File: config.mk
export PLATFORM = sky130hd
export DESIGN_NAME = asp_top
export DESIGN_NICKNAME = d
export VERILOG_FILES = /design/src/common/asp_pkg.sv /design/src/rtl/asp_rate_gen.sv /design/src/rtl/asp_top.sv
export SDC_FILE = /design/constraint.sdc
export NUM_CORES = 1
export LEC_CHECK = 0
export ABC_AREA = 1
export BUFFER_PORTS_ARGS = -buffer_cell sky130_fd_sc_hd__buf_2
export CAP_MARGIN = 40
export CORE_UTILIZATION = 40
export DETAILED_ROUTE_END_ITERATION = 10
export PLACE_DENSITY = 0.61
export SKIP_LAST_GASP = 1
export SYNTH_ARGS = -nofsm -noshare
export SYNTH_HDL_FRONTEND = slang
export SYNTH_SLANG_ARGS = --single-unit
File: constraint.sdc
create_clock -name clk_sys_i -period 3.8 [get_ports clk_sys_i]
set_clock_uncertainty 0.1 [all_clocks]
set_input_delay 1.14 -clock clk_sys_i [delete_from_list [all_inputs] [get_ports clk_sys_i]]
set_output_delay 1.14 -clock clk_sys_i [all_outputs]
set_load 0.02 [all_outputs]
File: src/common/asp_pkg.sv
// Constants and types of the asynchronous serial port with rate divider
// Contract
// - Transmitter and receiver work independently.
// - Holding register frees receiver for next byte; in mode zero reception starts only once it is read.
// - Unread byte overwritten when next completes.
// - Eight or nine data bits, LSB first.
// - Interrupt on transmit and receive completion.
// - Drive transmit line, sample receive line.
// - Mode zero: shift register at half clock.
// - Mode one: 8-bit UART, variable rate.
// - Mode two: 9-bit UART, clock/32 or /64.
// - Mode three: 9-bit UART, variable rate.
// - Variable rate from generator or timer one.
// - Timer rate: 2^dbl*clk/(64*(256-reload)).
// - Normal divider mode stops the generator's bit rate.
// - Enabled normal divider counts up from reload.
// - Result shows count; step gives reload.
// - Divider overflow sets flag and interrupt.
// - Divider output is input/(256 - step).
`default_nettype none
package asp_pkg;
	// ==========================================================
	// Register offsets
	localparam logic [3:0] A_CTRL          = 4'h0;
	localparam logic [3:0] A_TXDATA        = 4'h1;
	localparam logic [3:0] A_RXDATA        = 4'h2;
	localparam logic [3:0] A_STATUS        = 4'h3;
	localparam logic [3:0] A_MASK          = 4'h4;
	localparam logic [3:0] A_T1_RELOAD     = 4'h5;
	localparam logic [3:0] A_DIV_CTRL      = 4'h6;
	localparam logic [3:0] A_DIV_STEP      = 4'h7;
	localparam logic [3:0] A_DIV_RESULT    = 4'h8;
	localparam logic [3:0] A_RATE_RELOAD   = 4'h9;
	localparam logic [3:0] A_RATE_PRESCALE = 4'ha;
	// ==========================================================
	// Field positions
	localparam int C_MODE     = 0;
	localparam int C_RX_EN    = 2;
	localparam int C_DBL      = 3;
	localparam int C_SRC_GEN  = 4;
	localparam int C_TX_BIT9  = 5;
	localparam int ST_TX      = 0;
	localparam int ST_RX      = 1;
	localparam int ST_DIV     = 2;
	localparam int ST_OVR     = 3;
	localparam int ST_RX_BIT9 = 4;
	localparam int ST_TX_BUSY = 5;
	localparam int D_EN       = 0;
	localparam int D_NORM     = 1;
	localparam int D_OVF      = 2;
	// ==========================================================
	// Reset values
	localparam logic [5:0] CTRL_RST        = 6'h00;
	localparam logic [3:0] MASK_RST        = 4'h0;
	localparam logic [7:0] T1_RELOAD_RST   = 8'h00;
	localparam logic [1:0] DIV_CTRL_RST    = 2'h0;
	localparam logic [7:0] STEP_RST        = 8'h00;
	localparam logic [7:0] RATE_RELOAD_RST = 8'h00;
	localparam logic [2:0] PRESCALE_RST    = 3'h0;
	// ==========================================================
	// Modes and timing
	typedef enum logic [1:0] {
		MODE_SHIFT     = 2'h0,
		MODE_UART8     = 2'h1,
		MODE_UART9_FIX = 2'h2,
		MODE_UART9_VAR = 2'h3
	} asp_mode_t;
	localparam logic [3:0] OVS_MID   = 4'h7;
	localparam logic [3:0] OVS_LAST  = 4'hf;
	localparam logic [3:0] LAST_BIT8 = 4'h7;
	localparam logic [3:0] LAST_BIT9 = 4'h8;
endpackage
`default_nettype wire

File: src/rtl/asp_rate_gen.sv
// Prescaler, fractional divider and dedicated baud generator
`default_nettype none
module asp_rate_gen
	import asp_pkg::*;
#(
	parameter int unsigned W = 8
) (
	// Clock, reset and enable
	input  wire logic         clk_sys_i,
	input  wire logic         nrst_i,
	input  wire logic         ce_i,
	// Configuration
	input  wire logic         div_en_i,
	input  wire logic         div_normal_i,
	input  wire logic [W-1:0] step_i,
	input  wire logic [W-1:0] reload_i,
	input  wire logic [2:0]   prescale_i,
	// Results
	output logic      [W-1:0] result_o,
	output logic              ovf_o,
	output logic              gen_tick_o
);
	logic [6:0]   pre_q;
	logic [W-1:0] res_q;
	logic [W-1:0] baud_q;
	logic [W:0]   frac_sum;
	logic [6:0]   pre_mask;
	logic         pre_tick;
	logic         run_frac;
	logic         run_norm;
	logic         in_tick;
	logic         run_q;

	// ==========================================================
	// Input pulse and divider modes
	assign pre_mask   = ~(7'h7f << prescale_i);
	assign pre_tick   = &(pre_q | ~pre_mask);
	assign run_frac   = div_en_i & ~div_normal_i;
	assign run_norm   = div_en_i & div_normal_i;
	assign frac_sum   = {1'b0, res_q} + {1'b0, step_i};
	// Fractional carry paces the generator; bypassed while the divider is off
	assign in_tick    = run_frac ? (pre_tick & frac_sum[W]) : pre_tick;
	assign ovf_o      = run_norm & run_q & pre_tick & (&res_q);
	assign gen_tick_o = ~div_normal_i & in_tick & (baud_q == '0);
	assign result_o   = res_q;

	// ==========================================================
	// Counters
	always_ff @(posedge clk_sys_i or negedge nrst_i) begin
		if (!nrst_i) begin
			pre_q  <= 7'h00;
			res_q  <= '0;
			baud_q <= '0;
			run_q  <= 1'b0;
		end else if (ce_i) begin
			pre_q <= pre_q + 7'h01;
			run_q <= run_norm;
			// The first count after enabling starts at the reload value
			if (run_norm && !run_q) begin
				res_q <= step_i;
			end else if (run_norm && pre_tick) begin
				res_q <= (&res_q) ? step_i : res_q + W'(1);
			end else if (run_frac && pre_tick) begin
				res_q <= frac_sum[W-1:0];
			end
			if (in_tick && !div_normal_i) begin
				baud_q <= (baud_q == '0) ? reload_i : baud_q - W'(1);
			end
		end
	end
endmodule
`default_nettype wire

File: src/rtl/asp_top.sv
// Asynchronous serial port with baud sources and normal divider timer
`default_nettype none
module asp_top
	import asp_pkg::*;
(
	// Clock, reset and enable
	input  wire logic       clk_sys_i,
	input  wire logic       nrst_i,
	input  wire logic       ce_i,
	// Register port
	input  wire logic [3:0] reg_addr_i,
	input  wire logic [7:0] reg_wdata_i,
	input  wire logic       reg_wr_i,
	input  wire logic       reg_rd_i,
	output logic      [7:0] reg_rdata_o,
	// Serial lines
	input  wire logic       rxd_i,
	output logic            txd_o,
	output logic            shift_clk_o,
	// Interrupt
	output logic            irq_o
);
	typedef enum logic [3:0] {
		S_IDLE  = 4'h1,
		S_START = 4'h2,
		S_DATA  = 4'h4,
		S_STOP  = 4'h8
	} asp_ser_st_t;

	function automatic logic asp_hit(input logic strobe, input logic [3:0] a,
		input logic [3:0] k);
		return strobe & (a == k);
	endfunction

	function automatic logic asp_nine(input asp_mode_t m);
		return (m == MODE_UART9_FIX) || (m == MODE_UART9_VAR);
	endfunction

	// Registers
	logic [5:0]  ctrl_q;
	logic [3:0]  mask_q;
	logic [7:0]  t1rl_q;
	logic [1:0]  divc_q;
	logic        div_flag_q;
	logic [7:0]  step_q;
	logic [7:0]  rate_rl_q;
	logic [2:0]  presc_q;
	logic [7:0]  rx_buf_q;
	logic        rx_b9_q;
	logic        rx_full_q;
	logic [7:0]  rd_data_q;
	logic        irq_q;
	logic        txd_q;
	logic        sclk_q;
	// Baud timing
	logic        ph_q;
	logic [1:0]  m2_q;
	logic [7:0]  t1_q;
	logic        t1_half_q;
	// Transmitter and receiver
	asp_ser_st_t tx_st_q;
	asp_ser_st_t rx_st_q;
	logic [8:0]  tx_sh_q;
	logic [8:0]  rx_sh_q;
	logic [3:0]  tx_cnt_q;
	logic [3:0]  rx_cnt_q;
	logic [3:0]  tx_sub_q;
	logic [3:0]  rx_sub_q;
	logic        rx_s1_q;
	logic        rx_s2_q;
	logic        rx_prev_q;
	// Wires
	asp_mode_t   mode;
	logic        m_shift;
	logic        m_fix;
	logic        wr_ctrl, wr_tx, wr_mask, wr_t1, wr_divc, wr_step, wr_rl, wr_pre;
	logic        rd_rx, rd_st;
	logic        t1_ovf, t1_tick, m2_tick, gen_tick, tick16;
	logic        div_ovf;
	logic [7:0]  div_res;
	logic        tx_go, tx_adv, tx_done, tx_busy;
	logic [3:0]  tx_last, rx_last;
	logic        rx_fall, rx_mid, rx_store, rx_nine, ovr_ev;
	logic [7:0]  rx_word;
	logic        txd_d;
	logic [3:0]  ev;
	logic [3:0]  st_w;
	logic [7:0]  rd_mux;

	// ==========================================================
	// Address decode
	assign mode    = asp_mode_t'(ctrl_q[C_MODE +: 2]);
	assign m_shift = (mode == MODE_SHIFT);
	assign m_fix   = (mode == MODE_UART9_FIX);
	assign wr_ctrl = asp_hit(reg_wr_i, reg_addr_i, A_CTRL);
	assign wr_tx   = asp_hit(reg_wr_i, reg_addr_i, A_TXDATA);
	assign wr_mask = asp_hit(reg_wr_i, reg_addr_i, A_MASK);
	assign wr_t1   = asp_hit(reg_wr_i, reg_addr_i, A_T1_RELOAD);
	assign wr_divc = asp_hit(reg_wr_i, reg_addr_i, A_DIV_CTRL);
	assign wr_step = asp_hit(reg_wr_i, reg_addr_i, A_DIV_STEP);
	assign wr_rl   = asp_hit(reg_wr_i, reg_addr_i, A_RATE_RELOAD);
	assign wr_pre  = asp_hit(reg_wr_i, reg_addr_i, A_RATE_PRESCALE);
	assign rd_rx   = asp_hit(reg_rd_i, reg_addr_i, A_RXDATA);
	assign rd_st   = asp_hit(reg_rd_i, reg_addr_i, A_STATUS);

	// ==========================================================
	// Baud sources: 16 ticks per bit in the asynchronous modes
	assign t1_ovf  = ph_q & (&t1_q);
	assign t1_tick = t1_ovf & (ctrl_q[C_DBL] | t1_half_q);
	assign m2_tick = ctrl_q[C_DBL] ? m2_q[0] : (&m2_q);
	assign tick16  = m_fix ? m2_tick
		: (ctrl_q[C_SRC_GEN] ? gen_tick : t1_tick);

	asp_rate_gen #(
		.W (8)
	) u_rate_gen (
		.clk_sys_i    (clk_sys_i),
		.nrst_i       (nrst_i),
		.ce_i         (ce_i),
		.div_en_i     (divc_q[D_EN]),
		.div_normal_i (divc_q[D_NORM]),
		.step_i       (step_q),
		.reload_i     (rate_rl_q),
		.prescale_i   (presc_q),
		.result_o     (div_res),
		.ovf_o        (div_ovf),
		.gen_tick_o   (gen_tick)
	);

	// Timer one runs at half the clock and reloads from its reload byte
	always_ff @(posedge clk_sys_i or negedge nrst_i) begin
		if (!nrst_i) begin
			ph_q      <= 1'b0;
			m2_q      <= 2'h0;
			t1_q      <= T1_RELOAD_RST;
			t1_half_q <= 1'b0;
		end else if (ce_i) begin
			ph_q <= ~ph_q;
			m2_q <= m2_q + 2'h1;
			if (ph_q) t1_q <= t1_ovf ? t1rl_q : t1_q + 8'h01;
			if (t1_ovf) t1_half_q <= ~t1_half_q;
		end
	end

	// ==========================================================
	// Transmitter
	assign tx_busy = (tx_st_q != S_IDLE);
	assign tx_go   = wr_tx & ~tx_busy;
	assign tx_last = asp_nine(mode) ? LAST_BIT9 : LAST_BIT8;
	assign tx_adv  = m_shift ? tx_sub_q[0] : (tick16 & (tx_sub_q == OVS_LAST));
	assign tx_done = tx_adv & ((tx_st_q == S_STOP)
		| (m_shift & (tx_st_q == S_DATA) & (tx_cnt_q == tx_last)));
	assign txd_d   = (tx_st_q == S_START) ? 1'b0
		: ((tx_st_q == S_DATA) ? tx_sh_q[0] : 1'b1);

	always_ff @(posedge clk_sys_i or negedge nrst_i) begin
		if (!nrst_i) begin
			tx_st_q  <= S_IDLE;
			tx_sh_q  <= 9'h000;
			tx_cnt_q <= 4'h0;
			tx_sub_q <= 4'h0;
		end else if (ce_i) begin
			if (tx_busy && (m_shift || tick16)) tx_sub_q <= tx_sub_q + 4'h1;
			unique case (tx_st_q)
			S_IDLE: if (tx_go) begin
				tx_sh_q  <= {ctrl_q[C_TX_BIT9], reg_wdata_i};
				tx_cnt_q <= 4'h0;
				tx_sub_q <= 4'h0;
				tx_st_q  <= m_shift ? S_DATA : S_START;
			end
			S_START: if (tx_adv) tx_st_q <= S_DATA;
			S_DATA: if (tx_adv) begin
				tx_sh_q  <= tx_sh_q >> 1;
				tx_cnt_q <= tx_cnt_q + 4'h1;
				if (tx_cnt_q == tx_last) tx_st_q <= m_shift ? S_IDLE : S_STOP;
			end
			S_STOP: if (tx_adv) tx_st_q <= S_IDLE;
			default: tx_st_q <= S_IDLE;
			endcase
		end
	end

	// ==========================================================
	// Receiver
	assign rx_nine  = asp_nine(mode);
	assign rx_last  = rx_nine ? LAST_BIT9 : LAST_BIT8;
	assign rx_fall  = rx_prev_q & ~rx_s2_q;
	assign rx_mid   = m_shift ? rx_sub_q[0] : (tick16 & (rx_sub_q == OVS_MID));
	assign rx_store = (rx_st_q == S_STOP) & (m_shift | rx_mid);
	assign rx_word  = rx_nine ? rx_sh_q[7:0] : rx_sh_q[8:1];
	assign ovr_ev   = rx_store & rx_full_q & ~rd_rx;

	always_ff @(posedge clk_sys_i or negedge nrst_i) begin
		if (!nrst_i) begin
			rx_s1_q   <= 1'b1;
			rx_s2_q   <= 1'b1;
			rx_prev_q <= 1'b1;
		end else if (ce_i) begin
			rx_s1_q   <= rxd_i;
			rx_s2_q   <= rx_s1_q;
			rx_prev_q <= rx_s2_q;
		end
	end

	always_ff @(posedge clk_sys_i or negedge nrst_i) begin
		if (!nrst_i) begin
			rx_st_q  <= S_IDLE;
			rx_sh_q  <= 9'h000;
			rx_cnt_q <= 4'h0;
			rx_sub_q <= 4'h0;
		end else if (ce_i) begin
			if (rx_st_q != S_IDLE && (m_shift || tick16)) rx_sub_q <= rx_sub_q + 4'h1;
			unique case (rx_st_q)
			S_IDLE: if (ctrl_q[C_RX_EN] && (m_shift ? !rx_full_q : rx_fall)) begin
				rx_sub_q <= 4'h0;
				rx_cnt_q <= 4'h0;
				rx_st_q  <= m_shift ? S_DATA : S_START;
			end
			S_START: if (rx_mid) rx_st_q <= rx_s2_q ? S_IDLE : S_DATA;
			S_DATA: if (rx_mid) begin
				rx_sh_q  <= {rx_s2_q, rx_sh_q[8:1]};
				rx_cnt_q <= rx_cnt_q + 4'h1;
				if (rx_cnt_q == rx_last) rx_st_q <= S_STOP;
			end
			S_STOP: if (rx_store) rx_st_q <= S_IDLE;
			default: rx_st_q <= S_IDLE;
			endcase
		end
	end

	// ==========================================================
	// Sticky status, read clears, an event in the same cycle wins
	assign ev = {ovr_ev, div_ovf, rx_store, tx_done};
	for (genvar i = 0; i < 4; i++) begin : g_st
		logic b_q;
		always_ff @(posedge clk_sys_i or negedge nrst_i) begin
			if (!nrst_i) b_q <= 1'b0;
			else if (ce_i) b_q <= ev[i] | (b_q & ~rd_st);
		end
		assign st_w[i] = b_q;
	end

	// ==========================================================
	// Software registers
	always_ff @(posedge clk_sys_i or negedge nrst_i) begin
		if (!nrst_i) begin
			ctrl_q     <= CTRL_RST;
			mask_q     <= MASK_RST;
			t1rl_q     <= T1_RELOAD_RST;
			divc_q     <= DIV_CTRL_RST;
			div_flag_q <= 1'b0;
			step_q     <= STEP_RST;
			rate_rl_q  <= RATE_RELOAD_RST;
			presc_q    <= PRESCALE_RST;
			rx_buf_q   <= 8'h00;
			rx_b9_q    <= 1'b0;
			rx_full_q  <= 1'b0;
		end else if (ce_i) begin
			if (wr_ctrl) ctrl_q <= reg_wdata_i[5:0];
			if (wr_mask) mask_q <= reg_wdata_i[3:0];
			if (wr_t1) t1rl_q <= reg_wdata_i;
			if (wr_divc) divc_q <= reg_wdata_i[1:0];
			if (wr_step) step_q <= reg_wdata_i;
			if (wr_rl) rate_rl_q <= reg_wdata_i;
			if (wr_pre) presc_q <= reg_wdata_i[2:0];
			div_flag_q <= div_ovf
				| (div_flag_q & ~(wr_divc & ~reg_wdata_i[D_OVF]));
			if (rx_store) begin
				rx_buf_q  <= rx_word;
				rx_b9_q   <= rx_nine & rx_sh_q[8];
				rx_full_q <= 1'b1;
			end else if (rd_rx) begin
				rx_full_q <= 1'b0;
			end
		end
	end

	// ==========================================================
	// Read data and outputs
	assign rd_mux =
		(reg_addr_i == A_CTRL)          ? {2'b00, ctrl_q} :
		(reg_addr_i == A_RXDATA)        ? rx_buf_q :
		(reg_addr_i == A_STATUS)        ? {2'b00, tx_busy, rx_b9_q, st_w} :
		(reg_addr_i == A_MASK)          ? {4'h0, mask_q} :
		(reg_addr_i == A_T1_RELOAD)     ? t1rl_q :
		(reg_addr_i == A_DIV_CTRL)      ? {5'h00, div_flag_q, divc_q} :
		(reg_addr_i == A_DIV_STEP)      ? step_q :
		(reg_addr_i == A_DIV_RESULT)    ? div_res :
		(reg_addr_i == A_RATE_RELOAD)   ? rate_rl_q :
		(reg_addr_i == A_RATE_PRESCALE) ? {5'h00, presc_q} : 8'h00;

	always_ff @(posedge clk_sys_i or negedge nrst_i) begin
		if (!nrst_i) begin
			rd_data_q <= 8'h00;
			irq_q     <= 1'b0;
			txd_q     <= 1'b1;
			sclk_q    <= 1'b1;
		end else if (ce_i) begin
			rd_data_q <= reg_rd_i ? rd_mux : 8'h00;
			irq_q     <= |(st_w & mask_q);
			txd_q     <= txd_d;
			sclk_q    <= (m_shift && tx_busy) ? tx_sub_q[0]
				: ((m_shift && rx_st_q != S_IDLE) ? rx_sub_q[0] : 1'b1);
		end
	end

	assign reg_rdata_o = rd_data_q;
	assign txd_o       = txd_q;
	assign shift_clk_o = sclk_q;
	assign irq_o       = irq_q;
endmodule
`default_nettype wire

Word-level counts from Yosys, hierarchy flattened
Index checks and enable logic that the tools add are counted.
Widths: inputs -> output; s select.
Storage, ports and cells
  register bits after elaboration: 146
  latch bits: 0
  RAM bits: 0
  ROM bits: 0
  input bits: 18
  output and inout bits: 11
  word-level logic and storage cells: 249
  memories: 0
Operators by class
  add/subtract/negate cells: 10
  multipliers: 0
  divide/modulo/power cells: 0
  $lt $le $gt $ge: 0
  equal/unequal tests: 36
  shift operators: 1
  mux-type cells: 62
  bitwise operators: 58
  reductions and logical operators: 44
Operators by type and width (number)
  $mux 8: 17
  $mux 4: 22
  $and 1x1->1: 37
  $pmux 4 s4: 2
  $eq 4x3->1 const B: 7
  $reduce_and 2->1: 14
  $eq 4x4->1 const B: 6
  $mux 9: 2
  $ne 2x2->1 const B: 9
  $pmux 9 s2: 1
  $add 4x1->4 const B: 4
  $add 8x1->8 const B: 2
  $eq 4x2->1 const B: 4
  $pmux 4 s2: 2
  $reduce_and 8->1: 2
  $not 7->7: 2
  $mux 1: 13
  $eq 4x1->1 const B: 3
  $reduce_and 6->1: 2
  $add 8x8->9: 1
  $logic_and 1x1->1: 9
  $mux 3: 3
  $not 1->1: 9
  $eq 4x4->1: 2
  other kinds (21): 36

Depth between registers and ports, before layout
Gate-level depths: netlist (run 1).
  depth after elaboration: 18
  depth in mapped cells: 20
  depth with buffers taken out: 19

Hierarchy
Synthesis (run 1) repeated with hierarchy kept, for this count alone.
Unflattened totals
  cell total of the unflattened synthesis: 1149
  area total of the unflattened synthesis: 8538.2 sq um
Modules (own cells, without submodules)
  asp_top: times used 1, cells each 790, area each 6192.2 sq um, seq. area each 3061.7 sq um
  asp_rate_gen: times used 1, cells each 359, area each 2346.0 sq um, seq. area each 600.6 sq um

Least setup slack after synthesis (run 1)
OpenSTA, ideal clock, no wires.
  path kind: input port to flip-flop
  start: in reg_addr_i[0]
  end: reg rd_data_q[3], in the netlist reg_rdata_o[3]
  setup time: 66 ps
  arrival: 2343 ps
  data required time: 3634 ps
  setup slack: 1291 ps
  stages: 12
  path buffers: 0
  cells stage by stage: inv_1 nor2_4 inv_1 nor2_1 inv_1 o21ai_0 nor2_1 o21ai_0 o21ai_0 nand2_1 nand3_1 nand2_1
On the way
  cells in the longest elaborated chain, start to end: 11
  elaborated cells on any way between the ends: 19
  those cells by class: 8 x eq/ne; 10 x mux; 1 x reduce/logical
RTL lines
  from (decl): line asp_top.sv:11  | input wire logic [3:0] reg_addr_i,
  $eq 4x4->1: line asp_top.sv:289  | (reg_addr_i == A_RATE_RELOAD) ? rate_rl_q :
  $mux 8: line asp_top.sv:289
  $mux 8: line asp_top.sv:288  | (reg_addr_i == A_DIV_RESULT) ? div_res :
  $mux 8: line asp_top.sv:287  | (reg_addr_i == A_DIV_STEP) ? step_q :
  $mux 8: line asp_top.sv:286  | (reg_addr_i == A_DIV_CTRL) ? {5'h00, div_flag_q, divc_q} :
  $mux 8: line asp_top.sv:285  | (reg_addr_i == A_T1_RELOAD) ? t1rl_q :
  $mux 8: line asp_top.sv:284  | (reg_addr_i == A_MASK) ? {4'h0, mask_q} :
  $mux 8: line asp_top.sv:283  | (reg_addr_i == A_STATUS) ? {2'b00, tx_busy, rx_b9_q, st_w} :
  $mux 8: line asp_top.sv:282  | (reg_addr_i == A_RXDATA) ? rx_buf_q :
  $mux 8 (*): line asp_top.sv:281  | (reg_addr_i == A_CTRL) ? {2'b00, ctrl_q} :
  $mux 8 (*): line asp_top.sv:299  | rd_data_q <= reg_rd_i ? rd_mux : 8'h00;
  to (signal assigned): line asp_top.sv:299
  to (decl): line asp_top.sv:51  | logic [7:0] rd_data_q;
Mark *: on every way between the ends. The rest lies on a longest branch, timed or not.
A chain may end at the register's enable or synchronous reset.

Worst setup path after layout (run 1)
  start: reg u_rate_gen.res_q[0], in the netlist u_rate_gen.result_o[0]
  end: reg rx_buf_q[6]
On the way
  cells in the longest elaborated chain, start to end: 12
RTL lines
  from (decl): line asp_rate_gen.sv:24  | logic [W-1:0] res_q;
  from (signal assigned): line asp_rate_gen.sv:60  | res_q <= step_i;
  from (signal assigned): line asp_rate_gen.sv:62  | res_q <= (&res_q) ? step_i : res_q + W'(1);
  from (signal assigned): line asp_rate_gen.sv:64  | res_q <= frac_sum[W-1:0];
  $add 8x8->9: line asp_rate_gen.sv:40  | assign frac_sum = {1'b0, res_q} + {1'b0, step_i};
  $and 1x1->1: line asp_rate_gen.sv:42  | assign in_tick = run_frac ? (pre_tick & frac_sum[W]) : pre_tick;
  $mux 1: line asp_rate_gen.sv:42
  $and 1x1->1 (2 in series): line asp_rate_gen.sv:44  | assign gen_tick_o = ~div_normal_i & in_tick & (baud_q == '0);
  $mux 1: line asp_top.sv:112  | : (ctrl_q[C_SRC_GEN] ? gen_tick : t1_tick);
  $mux 1: line asp_top.sv:111  | assign tick16 = m_fix ? m2_tick
  $and 1x1->1: line asp_top.sv:188  | assign rx_mid = m_shift ? rx_sub_q[0] : (tick16 & (rx_sub_q == OVS_MID));
  $mux 1: line asp_top.sv:188
  $or 1x1->1: line asp_top.sv:189  | assign rx_store = (rx_st_q == S_STOP) & (m_shift | rx_mid);
  $and 1x1->1: line asp_top.sv:189
  $reduce_and 2->1 (no line)
  to (signal assigned): line asp_top.sv:269  | rx_buf_q <= rx_word;
  to (decl): line asp_top.sv:48  | logic [7:0] rx_buf_q;
No other way between the ends.

==> results.yml, run 1 <==
synthesis:
  synth_edf_count: 0
  synth_top_area_share_pct: 43.0
  ys_top_cells_by_area: "dfrtp_1 43%, nand2_1 14%, o21ai_0 7.4%"
  yosys.area.top_type: "dfrtp_1"
  yosysMostFrequentCell: "nand2_1"
  syn_area_per_cell_um2: 7.74
  async_flop_share_pct: 100
  ys_ff_latch: 146
  synth_area_um2: 8090
  synth_common_cells: "301 x nand2_1, 139 x dfrtp_1, 120 x o21ai_0, 115 x inv_1, 67 x nor2_1"
  syn-num-nets: 1082
  ys_seq_area_share_pct: 45.3
  yosysUniqueCellTypes: 50
  synthCells: 1045
  ys_warn_count: 0
  synth_ff_type: "dfrtp_1"
drt:
  routed-via-count: 7096
  drt-pass1-iter-count: 6
  drt_wl_total_um: 21300
  detail_route.wl_per_cell_um: 15.7
  route.detailed.drc: 0
  ant_nets: 0
  viasPerCell: 5.24
  drt-initial-drc-count: 578
clock_tree:
  cts_inserted_buffers: 17
  cts_tree: "done"
  clkSinkCount: 146
  cts-root-buf: "clkbuf_16"
  post_cts_buffers: 0
  path_clk_slew_ns: 0.06
  ctsHoldBuffers: 0
  post_cts_resized: 0
  clock_path_buffers: 2
  insertion_delay_ns: 0.44
  cts.htree.levels: 4
sta:
  grt_setup_unrepaired: "false"
  final_hold_viol_count: 0
  hold-worst-slack_ns: 0.370
  tightest_slew_ns: 0.812
  slew_viol_final: 0
  fmax_mhz: 347
  setup_ws_ns: 0.916
  setup-violations-final: 0
  layout_worst_path_cycle_share_pct: 75.9
  tns_ns: 0
  fin_crit_ns: 2.88
  max-slew-margin-rel_pct: 45.7
worst_setup_path:
  rr_worst_depth: 16
  cp.arrival_ns: 3.10
  rrSetupSlack_ns: 0.92
  rr_endpoint: "rx_buf_q[6]"
  crit_fanout: 12
  crit_path_end_kind: "flip-flop"
  r2r_start: "u_rate_gen.result_o[0]"
  cp.required_ns: 4.01
  worstSetupPathType: "flip-flop to flip-flop"
  worst_setup_path_start_kind: "flip-flop"
global_route:
  grt_pass1_vias: 6631
  grt_antenna_before_repair: 0
  grt_pass1_wl_um: 34700
  grt.overflow.total: 0
  grt_use_total_pct: 22.0
  grt_max_degree: 63
status:
  status: "complete, no violations"
floorplanning:
  ioPinCount: 29
  rows: 51
  die_y_um: 144
  dieArea_um2: 20800
  core-area_um2: 19700
  die_w_um: 144
  initial_utilization_pct: 41.2
cells_and_area:
  layout-drive-gt1-share_pct: 11.3
  syn2layout_area_growth_pct: 12.4
  final_nets: 1114
  stdcell_count: 1355
  post-route-util_pct: 46.3
  diodes: 0
  design_area_um2: 9090
place:
  dp_hpwl_um: 15400
  routabilityCongestion: 0.892
  dpl-instance-area_um2: 8550
  place_inst: 1323
  place_ws_ns: 0.835
  io_buffers: 28
run:
  drv_cap: 0
pwr:
  p_leak_nw: 4.41
  vdd_ir_drop_max_uv: 323
  powerDensity_nw_per_um2: 674
  power_mw: 6.13
min_path:
  worstHoldPathCells: 2
  hold_path_end: "tx_sh_q[0]"
  min_from: "tx_sh_q[0]"
  min_path_type: "flip-flop to flip-flop"
==> report_power, final <==
part | switching (mW) | internal, mW
Combinational | 1.32 | 0.766
Clock | 0.734 | 0.853
Sequential | 0.425 | 2.02
Total | 2.48 | 3.64
==> cell usage in the layout (no fill, tap or decap), types with 4 or more instances in the layout <==
cell / Yosys / final
nand2_1: 301 / 301
dfrtp_1: 139 / 139
o21ai_0: 120 / 120
inv_1: 115 / 115
nor2_1: 67 / 67
nand3_1: 53 / 53
a21oi_1: 46 / 46
buf_2: 5 / 27
ha_1: 18 / 18
xor2_1: 17 / 17
clkbuf_16: 0 / 17
nand4_1: 11 / 11
nand2_2: 11 / 11
buf_4: 0 / 11
o211ai_1: 10 / 10
o22ai_1: 9 / 9
nor3_1: 10 / 9
o21ai_2: 9 / 9
dfstp_2: 7 / 7
a22oi_1: 6 / 6
xnor2_1: 6 / 6
a31oi_1: 6 / 6
inv_6: 0 / 6
a32o_1: 5 / 5
o21a_1: 5 / 5
clkinv_2: 1 / 4
nor3_2: 3 / 4
==> how the worst max path moves through the flow <==
stage                                start             end  slack (ns)  cells after the start
floorplan                    reg_addr_i[0]  reg_rdata_o[3]        1.29                     12
global placement             reg_addr_i[2]  reg_rdata_o[3]        0.78                     13
detailed placement           reg_addr_i[0]  reg_rdata_o[3]        0.84                     13
CTS                 u_rate_gen.result_o[0]     rx_buf_q[6]        0.91                     16
global route        u_rate_gen.result_o[0]     rx_buf_q[6]        0.66                     16
finish              u_rate_gen.result_o[0]     rx_buf_q[6]        0.92                     16
==> sequential cells by signal, indices dropped and copies added, names as in the netlist, 8 cells and up <==
signal / cells
reg_rdata_o: 8
t1rl_q: 8
u_rate_gen.result_o: 8
u_rate_gen.baud_q: 8
t1_q: 8
rx_sh_q: 9
rx_buf_q: 8
step_q: 8
rate_rl_q: 8
tx_sh_q: 9
==> cell type report <==
type | count | area [µm²]
Clock buffer | 17 | 425
Clock inverter | 15 | 123
Fill cell | 1978 | 10600
Inverter | 120 | 452
Multi-Input combinational cell | 752 | 3850
Sequential cell | 146 | 3660
Tap cell | 265 | 332
Timing Repair Buffer | 40 | 249
==> layer usage <==
layer | up-vias | global-route usage [%] | wire, µm
li1 | 3520 | - | -
met1 | 3367 | 30.2 | 10000
met2 | 186 | 35.0 | 9950
met3 | 23 | 4.17 | 911
met4 | 0 | 6.81 | 359
met5 | - | 0 | 0
==> cell families (layout without fill, tap and decap cells) <==
| group | Yosys count | count (layout) | synth area share (%) |
|---|---|---|---|
| flip-flops | 146 | 146 | 45.3 |
| AO/OA/AOI/OAI | 239 | 239 | 17.3 |
| buffers and inverters | 147 | 192 | 7.19 |
| XOR/XNOR | 23 | 23 | 2.49 |
| adder cells (fa/ha/maj) | 19 | 19 | 3.03 |
| AND/OR/NAND/NOR | 471 | 471 | 24.7 |
==> worst max-delay path: stages, from the launching register on <==
cell	delay, ns
dfrtp_1	0.45
ha_1	0.24
fa_1	0.43
nand3_1	0.11
nand3_1	0.12
nand2_1	0.09
nand2_1	0.09
nand3_2	0.12
nand2_2	0.06
nand2_2	0.07
nand2_2	0.08
nand2_1	0.10
nand2_1	0.05
nand3_1	0.34
inv_2	0.17
nand2_1	0.09
o21ai_0	0.07
No activity file was read; power rests on OpenSTA's default activity.
==> run 2: changes to the inputs <==
Settings changed: PLACE_DENSITY 0.61 to 0.63.
Clock period 3.8 ns to 2.3 ns, I/O delays scaled along.
==> run 2 against run 1 <==
Effect of this change:
- the run now ends with setup timing left
- hold slack lost 0.33 ns
- final cell count up 5.1%
- sequential power up 62%
- fmax grew 23%
- total power grew 86%
- cell area rose by 11%
- sequential share of layout area down 3.9 points
- global-route usage increased by 1.1 points
- routed wire length is 4.6% higher
- non-clock buffer count is 63 higher
- critical endpoint is now tx_cnt_q[3]
- largest power group is now combinational logic
==> results.yml, run 2 (synthesis gave the netlist of run 1 again) <==
worst_setup_path:
  path_depth: 17
  crit_path_end_kind: "flip-flop"
  cp.required_ns: 2.58
  rr_worst_depth: 17
  crit_path_end: "tx_cnt_q[3]"
  r2r_start: "u_rate_gen.result_o[0]"
  slowest_delay_ns: 0.38
  crit_fanout: 8
  critPathLaunch: "u_rate_gen.result_o[0]"
  rr_endpoint: "tx_cnt_q[3]"
  cp_num_buf_inv: 0
  critical_path.slowest_cell: "dfrtp_1"
  cp.arrival_ns: 2.63
  rrSetupSlack_ns: -0.05
  cp_top_family: "simple AND/OR/NAND/NOR gates"
  worstPathCellList: "ha_2 -> fa_2 -> nand3_2 -> nand3_4 -> nand2_2 -> nand2_2 -> nand3_4 -> nand2_4 -> nand2_4 -> nand2_4 -> nand2_4 -> nand2_4 -> nand2_4 -> nand2_8 -> nand2_8 -> nand2_2 -> nand2_1"
  worst_setup_path_start_kind: "flip-flop"
  worstSetupPathType: "flip-flop to flip-flop"
  crit_top_cell: "nand2_4"
cells_and_area:
  layout_common_cells: "277 x nand2_1, 139 x dfrtp_1, 113 x inv_1, 113 x o21ai_0, 69 x buf_4"
  top_regs: "rx_sh_q (9), tx_sh_q (9)"
  layout_commonest_cell: "nand2_1"
  diodes: 0
  syn2layout_area_growth_pct: 24.3
  num-fill-cells: 1908
  layout-drive-gt1-share_pct: 20.3
  final_nets: 1183
  design_area_um2: 10100
sta:
  setup_ws_ns: -0.0495
  max-slew-margin-rel_pct: 64.6
  fmax_mhz: 426
  tns_ns: -0.537
  fin_crit_ns: 2.35
  layout_worst_path_cycle_share_pct: 102
  setup-violations-final: 16
  slew_viol_final: 0
  grt_setup_unrepaired: "true"
  tightest_slew_ns: 0.522
  hold-worst-slack_ns: 0.0372
  final_hold_viol_count: 0
status:
  status: "finished with violations"
  violations: "setup timing"
global_route:
  grt_use_total_pct: 23.1
  grt_max_degree: 50
  grt.overflow.total: 0
  grt_pass1_wl_um: 36600
  grt_pass1_vias: 7137
  grt_antenna_before_repair: 0
place:
  dp_hpwl_um: 15500
  dpl-instance-area_um2: 9010
  io_buffers: 28
  routabilityCongestion: 0.898
pwr:
  powerDensity_nw_per_um2: 1140
  vdd_ir_drop_max_uv: 599
  p_leak_nw: 4.84
clock_tree:
  insertion_delay_ns: 0.43
  clkSinkCount: 146
  cts-root-buf: "clkbuf_16"
  cts_tree: "done"
  cts.htree.levels: 4
  cts_inserted_buffers: 17
  clock_path_buffers: 2
  ctsHoldBuffers: 0
  path_clk_slew_ns: 0.07
drt:
  drt-pass1-iter-count: 5
  ant_nets: 0
  route.met2.wl_um: 10600
  routed-wl-met3_um: 918
  detail_route.wl_per_cell_um: 15.6
  routed-via-count: 7389
  top_layer_used: "met4"
  wl_met1_um: 10200
  drt-initial-drc-count: 506
  route.detailed.drc: 0
  drt_wl_total_um: 22200
  viasPerCell: 5.19
floorplanning:
  initial_utilization_pct: 41.2
  ioPinCount: 29
  dieArea_um2: 20800
  die_w_um: 144
  rows: 51
  core-area_um2: 19700
  die_y_um: 144
min_path:
  min_path_type: "input pin to asynchronous set/reset pin"
run:
  drv_cap: 0
run 2: cell types whose count changed in the layout (fill, tap and decap cells not counted), sizes merged, moves of 2 or more:
cell      previous run  this run
buf                 40       103
bufinv               0         4
clkinv               8         4
clkinvlp             2         5
inv                125       121
nand2              314       316
nand3               56        59
run 2: report_power, final:
part	switching (mW)	internal (mW)
Sequential	0.622	3.35
Combinational	2.67	1.76
Clock	1.19	1.83
Total	4.48	6.94
run 2: worst reg2reg max path: cells and delay by family (launching register included):
| family | cells | cell delay [ns] |
|---|---|---|
| flip-flops | 1 | 0.38 |
| AND/OR/NAND/NOR | 15 | 1.24 |
| adder cells (fa/ha/maj) | 2 | 0.58 |
run 2: layer usage:
metal,track usage (%),up-vias
met4,9.64,0
li1,-,3673
met5,0,-
met1,31.1,3524
met3,3.71,30
met2,36.9,162
run 2: worst min-delay path by stage:
stage,startpoint,to
after floorplan,nrst_i,ctrl_q[0]
after detailed placement,tx_sh_q[8],tx_sh_q[8]
after CTS,nrst_i,rx_buf_q[1]
after global placement,tx_sh_q[6],tx_sh_q[6]
after global routing,nrst_i,rx_buf_q[1]
final,nrst_i,rx_buf_q[1]
run 2: timing repair:
| item | CTS | global route |
|---|---|---|
| pin swaps | 4 | 17 |
| setup buffers | 4 | 1 |
| endpoints found under the hold margin | 0 | 0 |
| endpoints found under the setup margin | 63 | 69 |
| gates resized for setup | 20 | 60 |
| cloned | 3 | 3 |
run 2: metrics by stage:
stage / power (mW) / utilization (%) / setup WS [ns] / cells
after global placement: 7.79 / 45.8 / -0.183 / 1381
after detailed placement: 7.86 / 45.8 / -0.234 / 1381
after global routing: 12.3 / 51.2 / -0.158 / 1424
final: 11.4 / 51.2 / -0.0495 / 1424
after CTS: 11.1 / 49.8 / -0.0649 / 1420
after floorplan: 6.60 / - / 0.0534 / 1045
run 2: final cells by class:
class / count / area [µm²] / share of cell area (%)
inverters: 120 / 454 / 4.52
repair buffers: 103 / 758 / 7.54
flip-flops and latches: 146 / 3660 / 36.4
multi-input cells: 758 / 4220 / 42.0
clock buffers: 18 / 429 / 4.27
well taps: 265 / 332 / 3.30
clock inverters: 14 / 201 / 2.00
==> run 3: changes to the inputs <==
Settings changed: CORE_MARGIN from default to 2.
==> run 3 against run 2 <==
Effect of this change:
- the flow still finishes with violations (setup timing)
- cell area down 1.3%
- setup slack gained 0.041 ns
- clock-buffer cell count grew 5
- total power fell by 1.8%
- fmax grew 1.8%
- hold slack better by 0.32 ns
- die area rose by 2.8%
- global-route usage shrank 2.1 points
- highest routed layer unchanged
==> results.yml, run 3 (synthesis gave the netlist of run 1 again) <==
worst_setup_path:
  rr_worst_depth: 17
  rrSetupSlack_ns: -0.008
  cp.arrival_ns: 2.57
  crit_fanout: 8
  worstPathCellList: "ha_2 -> fa_2 -> nand3_2 -> nand3_2 -> nand2_1 -> nand2_2 -> nand3_2 -> nand2_2 -> nand2_4 -> nand2_4 -> nand2_4 -> nand2_4 -> nand2_8 -> nand2_8 -> nand2_8 -> nand2_2 -> nand2_1"
  slowest_delay_ns: 0.38
  critical_path.slowest_cell: "dfrtp_1"
  r2r_start: "step_q[0]"
  critPathLaunch: "step_q[0]"
  crit_path_end_kind: "flip-flop"
  crit_top_cell: "nand2_4"
  rr_endpoint: "tx_cnt_q[3]"
  worstSetupPathType: "flip-flop to flip-flop"
  worst_setup_path_start_kind: "flip-flop"
  cp.required_ns: 2.56
cells_and_area:
  design_area_um2: 9930
  top_regs: "rx_sh_q (9), tx_sh_q (9)"
  layout-drive-gt1-share_pct: 19.0
  syn2layout_area_growth_pct: 22.7
  layout_common_cells: "281 x nand2_1, 139 x dfrtp_1, 120 x o21ai_0"
  layout_commonest_cell: "nand2_1"
  final_nets: 1178
sta:
  final_hold_viol_count: 0
  setup_ws_ns: -0.00796
  layout_worst_path_cycle_share_pct: 100
  max-slew-margin-rel_pct: 56.3
  slew_viol_final: 0
  hold-worst-slack_ns: 0.361
  fin_crit_ns: 2.31
  setup-violations-final: 4
  fmax_mhz: 433
  grt_setup_unrepaired: "true"
  tightest_slew_ns: 0.647
min_path:
  min_path_type: "flip-flop to flip-flop"
  hold_path_end: "rx_s1_q"
  min_from: "rx_s1_q"
  worstHoldPathCells: 2
pwr:
  p_comb_share_pct: 37.8
  p_sw_mw: 4.25
  power_frac_clock_pct: 27.0
  powerDensity_nw_per_um2: 1130
  p_leak_nw: 4.81
  internal_power_mw: 6.96
  seqPwrFrac_pct: 35.2
  p_sw_share_pct: 37.9
  vdd_ir_drop_max_uv: 693
status:
  violations: "setup timing"
  status: "finished with violations"
drt:
  viasPerCell: 5.13
  drt-initial-drc-count: 541
  drt-pass1-iter-count: 5
  drt_wl_total_um: 21500
  route.detailed.drc: 0
  routed-via-count: 7308
  ant_nets: 0
  detail_route.wl_per_cell_um: 15.1
global_route:
  grt_max_degree: 73
  use_met1_pct: 28.6
  grt_antenna_before_repair: 1
  grt_util_met2_pct: 35.0
  grt_use_total_pct: 21.0
  grt_pass1_vias: 7012
  grt-busiest-layer: "met2"
  grt.overflow.total: 0
  grt_pass1_wl_um: 35900
  grt_util_met3_pct: 3.44
floorplanning:
  die_w_um: 146
  ioPinCount: 29
  rows: 52
  die_y_um: 146
  dieArea_um2: 21400
  core-area_um2: 20000
  initial_utilization_pct: 40.4
place:
  place_ws_ns: -0.160
  io_buffers: 28
  routabilityCongestion: 0.895
  dpl-instance-area_um2: 9010
  dp_hpwl_um: 15500
clock_tree:
  cts-root-buf: "clkbuf_16"
  cts_inserted_buffers: 17
  clkSinkCount: 146
  cts.htree.levels: 4
  path_clk_slew_ns: 0.06
  clock_path_buffers: 2
  insertion_delay_ns: 0.43
  cts_tree: "done"
run:
  drv_cap: 0
run 3: changes by cell type in the layout (fill, tap and decap cells not counted), moves of 2 or more:
cell / change
o21ai_2: -3
o21ai_0: +7
o21ai_1: -4
nand2_1: +4
inv_6: -4
nor2_2: -3
nand3_2: +4
clkinvlp_4: -4
nand2_4: -4
buf_4: -2
clkbuf_8: +4
clkinv_2: +3
nand3_4: -7
run 3: power groups by stage:
| stage | Clock, mW | Sequential, mW | Combinational, mW |
|---|---|---|---|
| final | 3.03 | 3.95 | 4.23 |
| after global routing | 3.18 | 4.07 | 4.82 |
| after CTS | 3.07 | 3.93 | 4.08 |
| after detailed placement | 0 | 3.96 | 3.88 |
| after global placement | 0 | 3.95 | 3.83 |
| after floorplan | 0 | 3.91 | 2.69 |
run 3: routing by layer:
layer  vias up  wire length [µm]
met4         0               326
met5         -                 0
met1      3471              9970
met3        23               948
li1       3648                 -
met2       166             10200
run 3: per-stage QoR:
stage	TNS, ns	std cells	total power [mW]	util [%]
finish	-0.0124	1425	11.2	49.5
global placement	-4.70	1385	7.78	44.9
detailed placement	-6.10	1385	7.84	44.9
global route	-5.94	1424	12.1	49.5
CTS	-0.730	1422	11.1	48.8
floorplan	0	1045	6.60	-
run 3: cell type report:
class,instances,area [µm²]
Inverter,120,454
Timing Repair Buffer,101,742
Sequential cell,146,3660
Clock buffer,23,488
Clock inverter,9,151
Fill cell,1957,10100
Tap cell,270,338
Multi-Input combinational cell,755,4090
Antenna cell,1,2.50
run 3: worst max-delay path: cells and delay by family, from the launching register on:
| kind | cells | cell delay (ns) |
|---|---|---|
| adder cells (fa/ha/maj) | 2 | 0.56 |
| flip-flops | 1 | 0.38 |
| AND/OR/NAND/NOR | 15 | 1.19 |
run 3: worst max path at each step:
stage | to | slack (ns) | depth (start not counted)
floorplan | tx_cnt_q[3] | 0.05 | 17
global placement | tx_sh_q[2] | -0.14 | 17
detailed placement | tx_cnt_q[0] | -0.16 | 17
CTS | tx_cnt_q[3] | -0.06 | 17
global route | tx_sh_q[4] | -0.18 | 17
finish | tx_cnt_q[3] | -0.008 | 17
run 3: what timing repair did:
| item | 4_1_cts | 5_1_grt |
|---|---|---|
| gates cloned | 3 | 0 |
| setup endpoints to repair | 60 | 68 |
| pin swaps | 8 | 7 |
| buffers inserted | 1 | 2 |
| hold buffers | 1 | 0 |
| resized for setup | 20 | 32 |
| hold endpoints to repair | 5 | 0 |
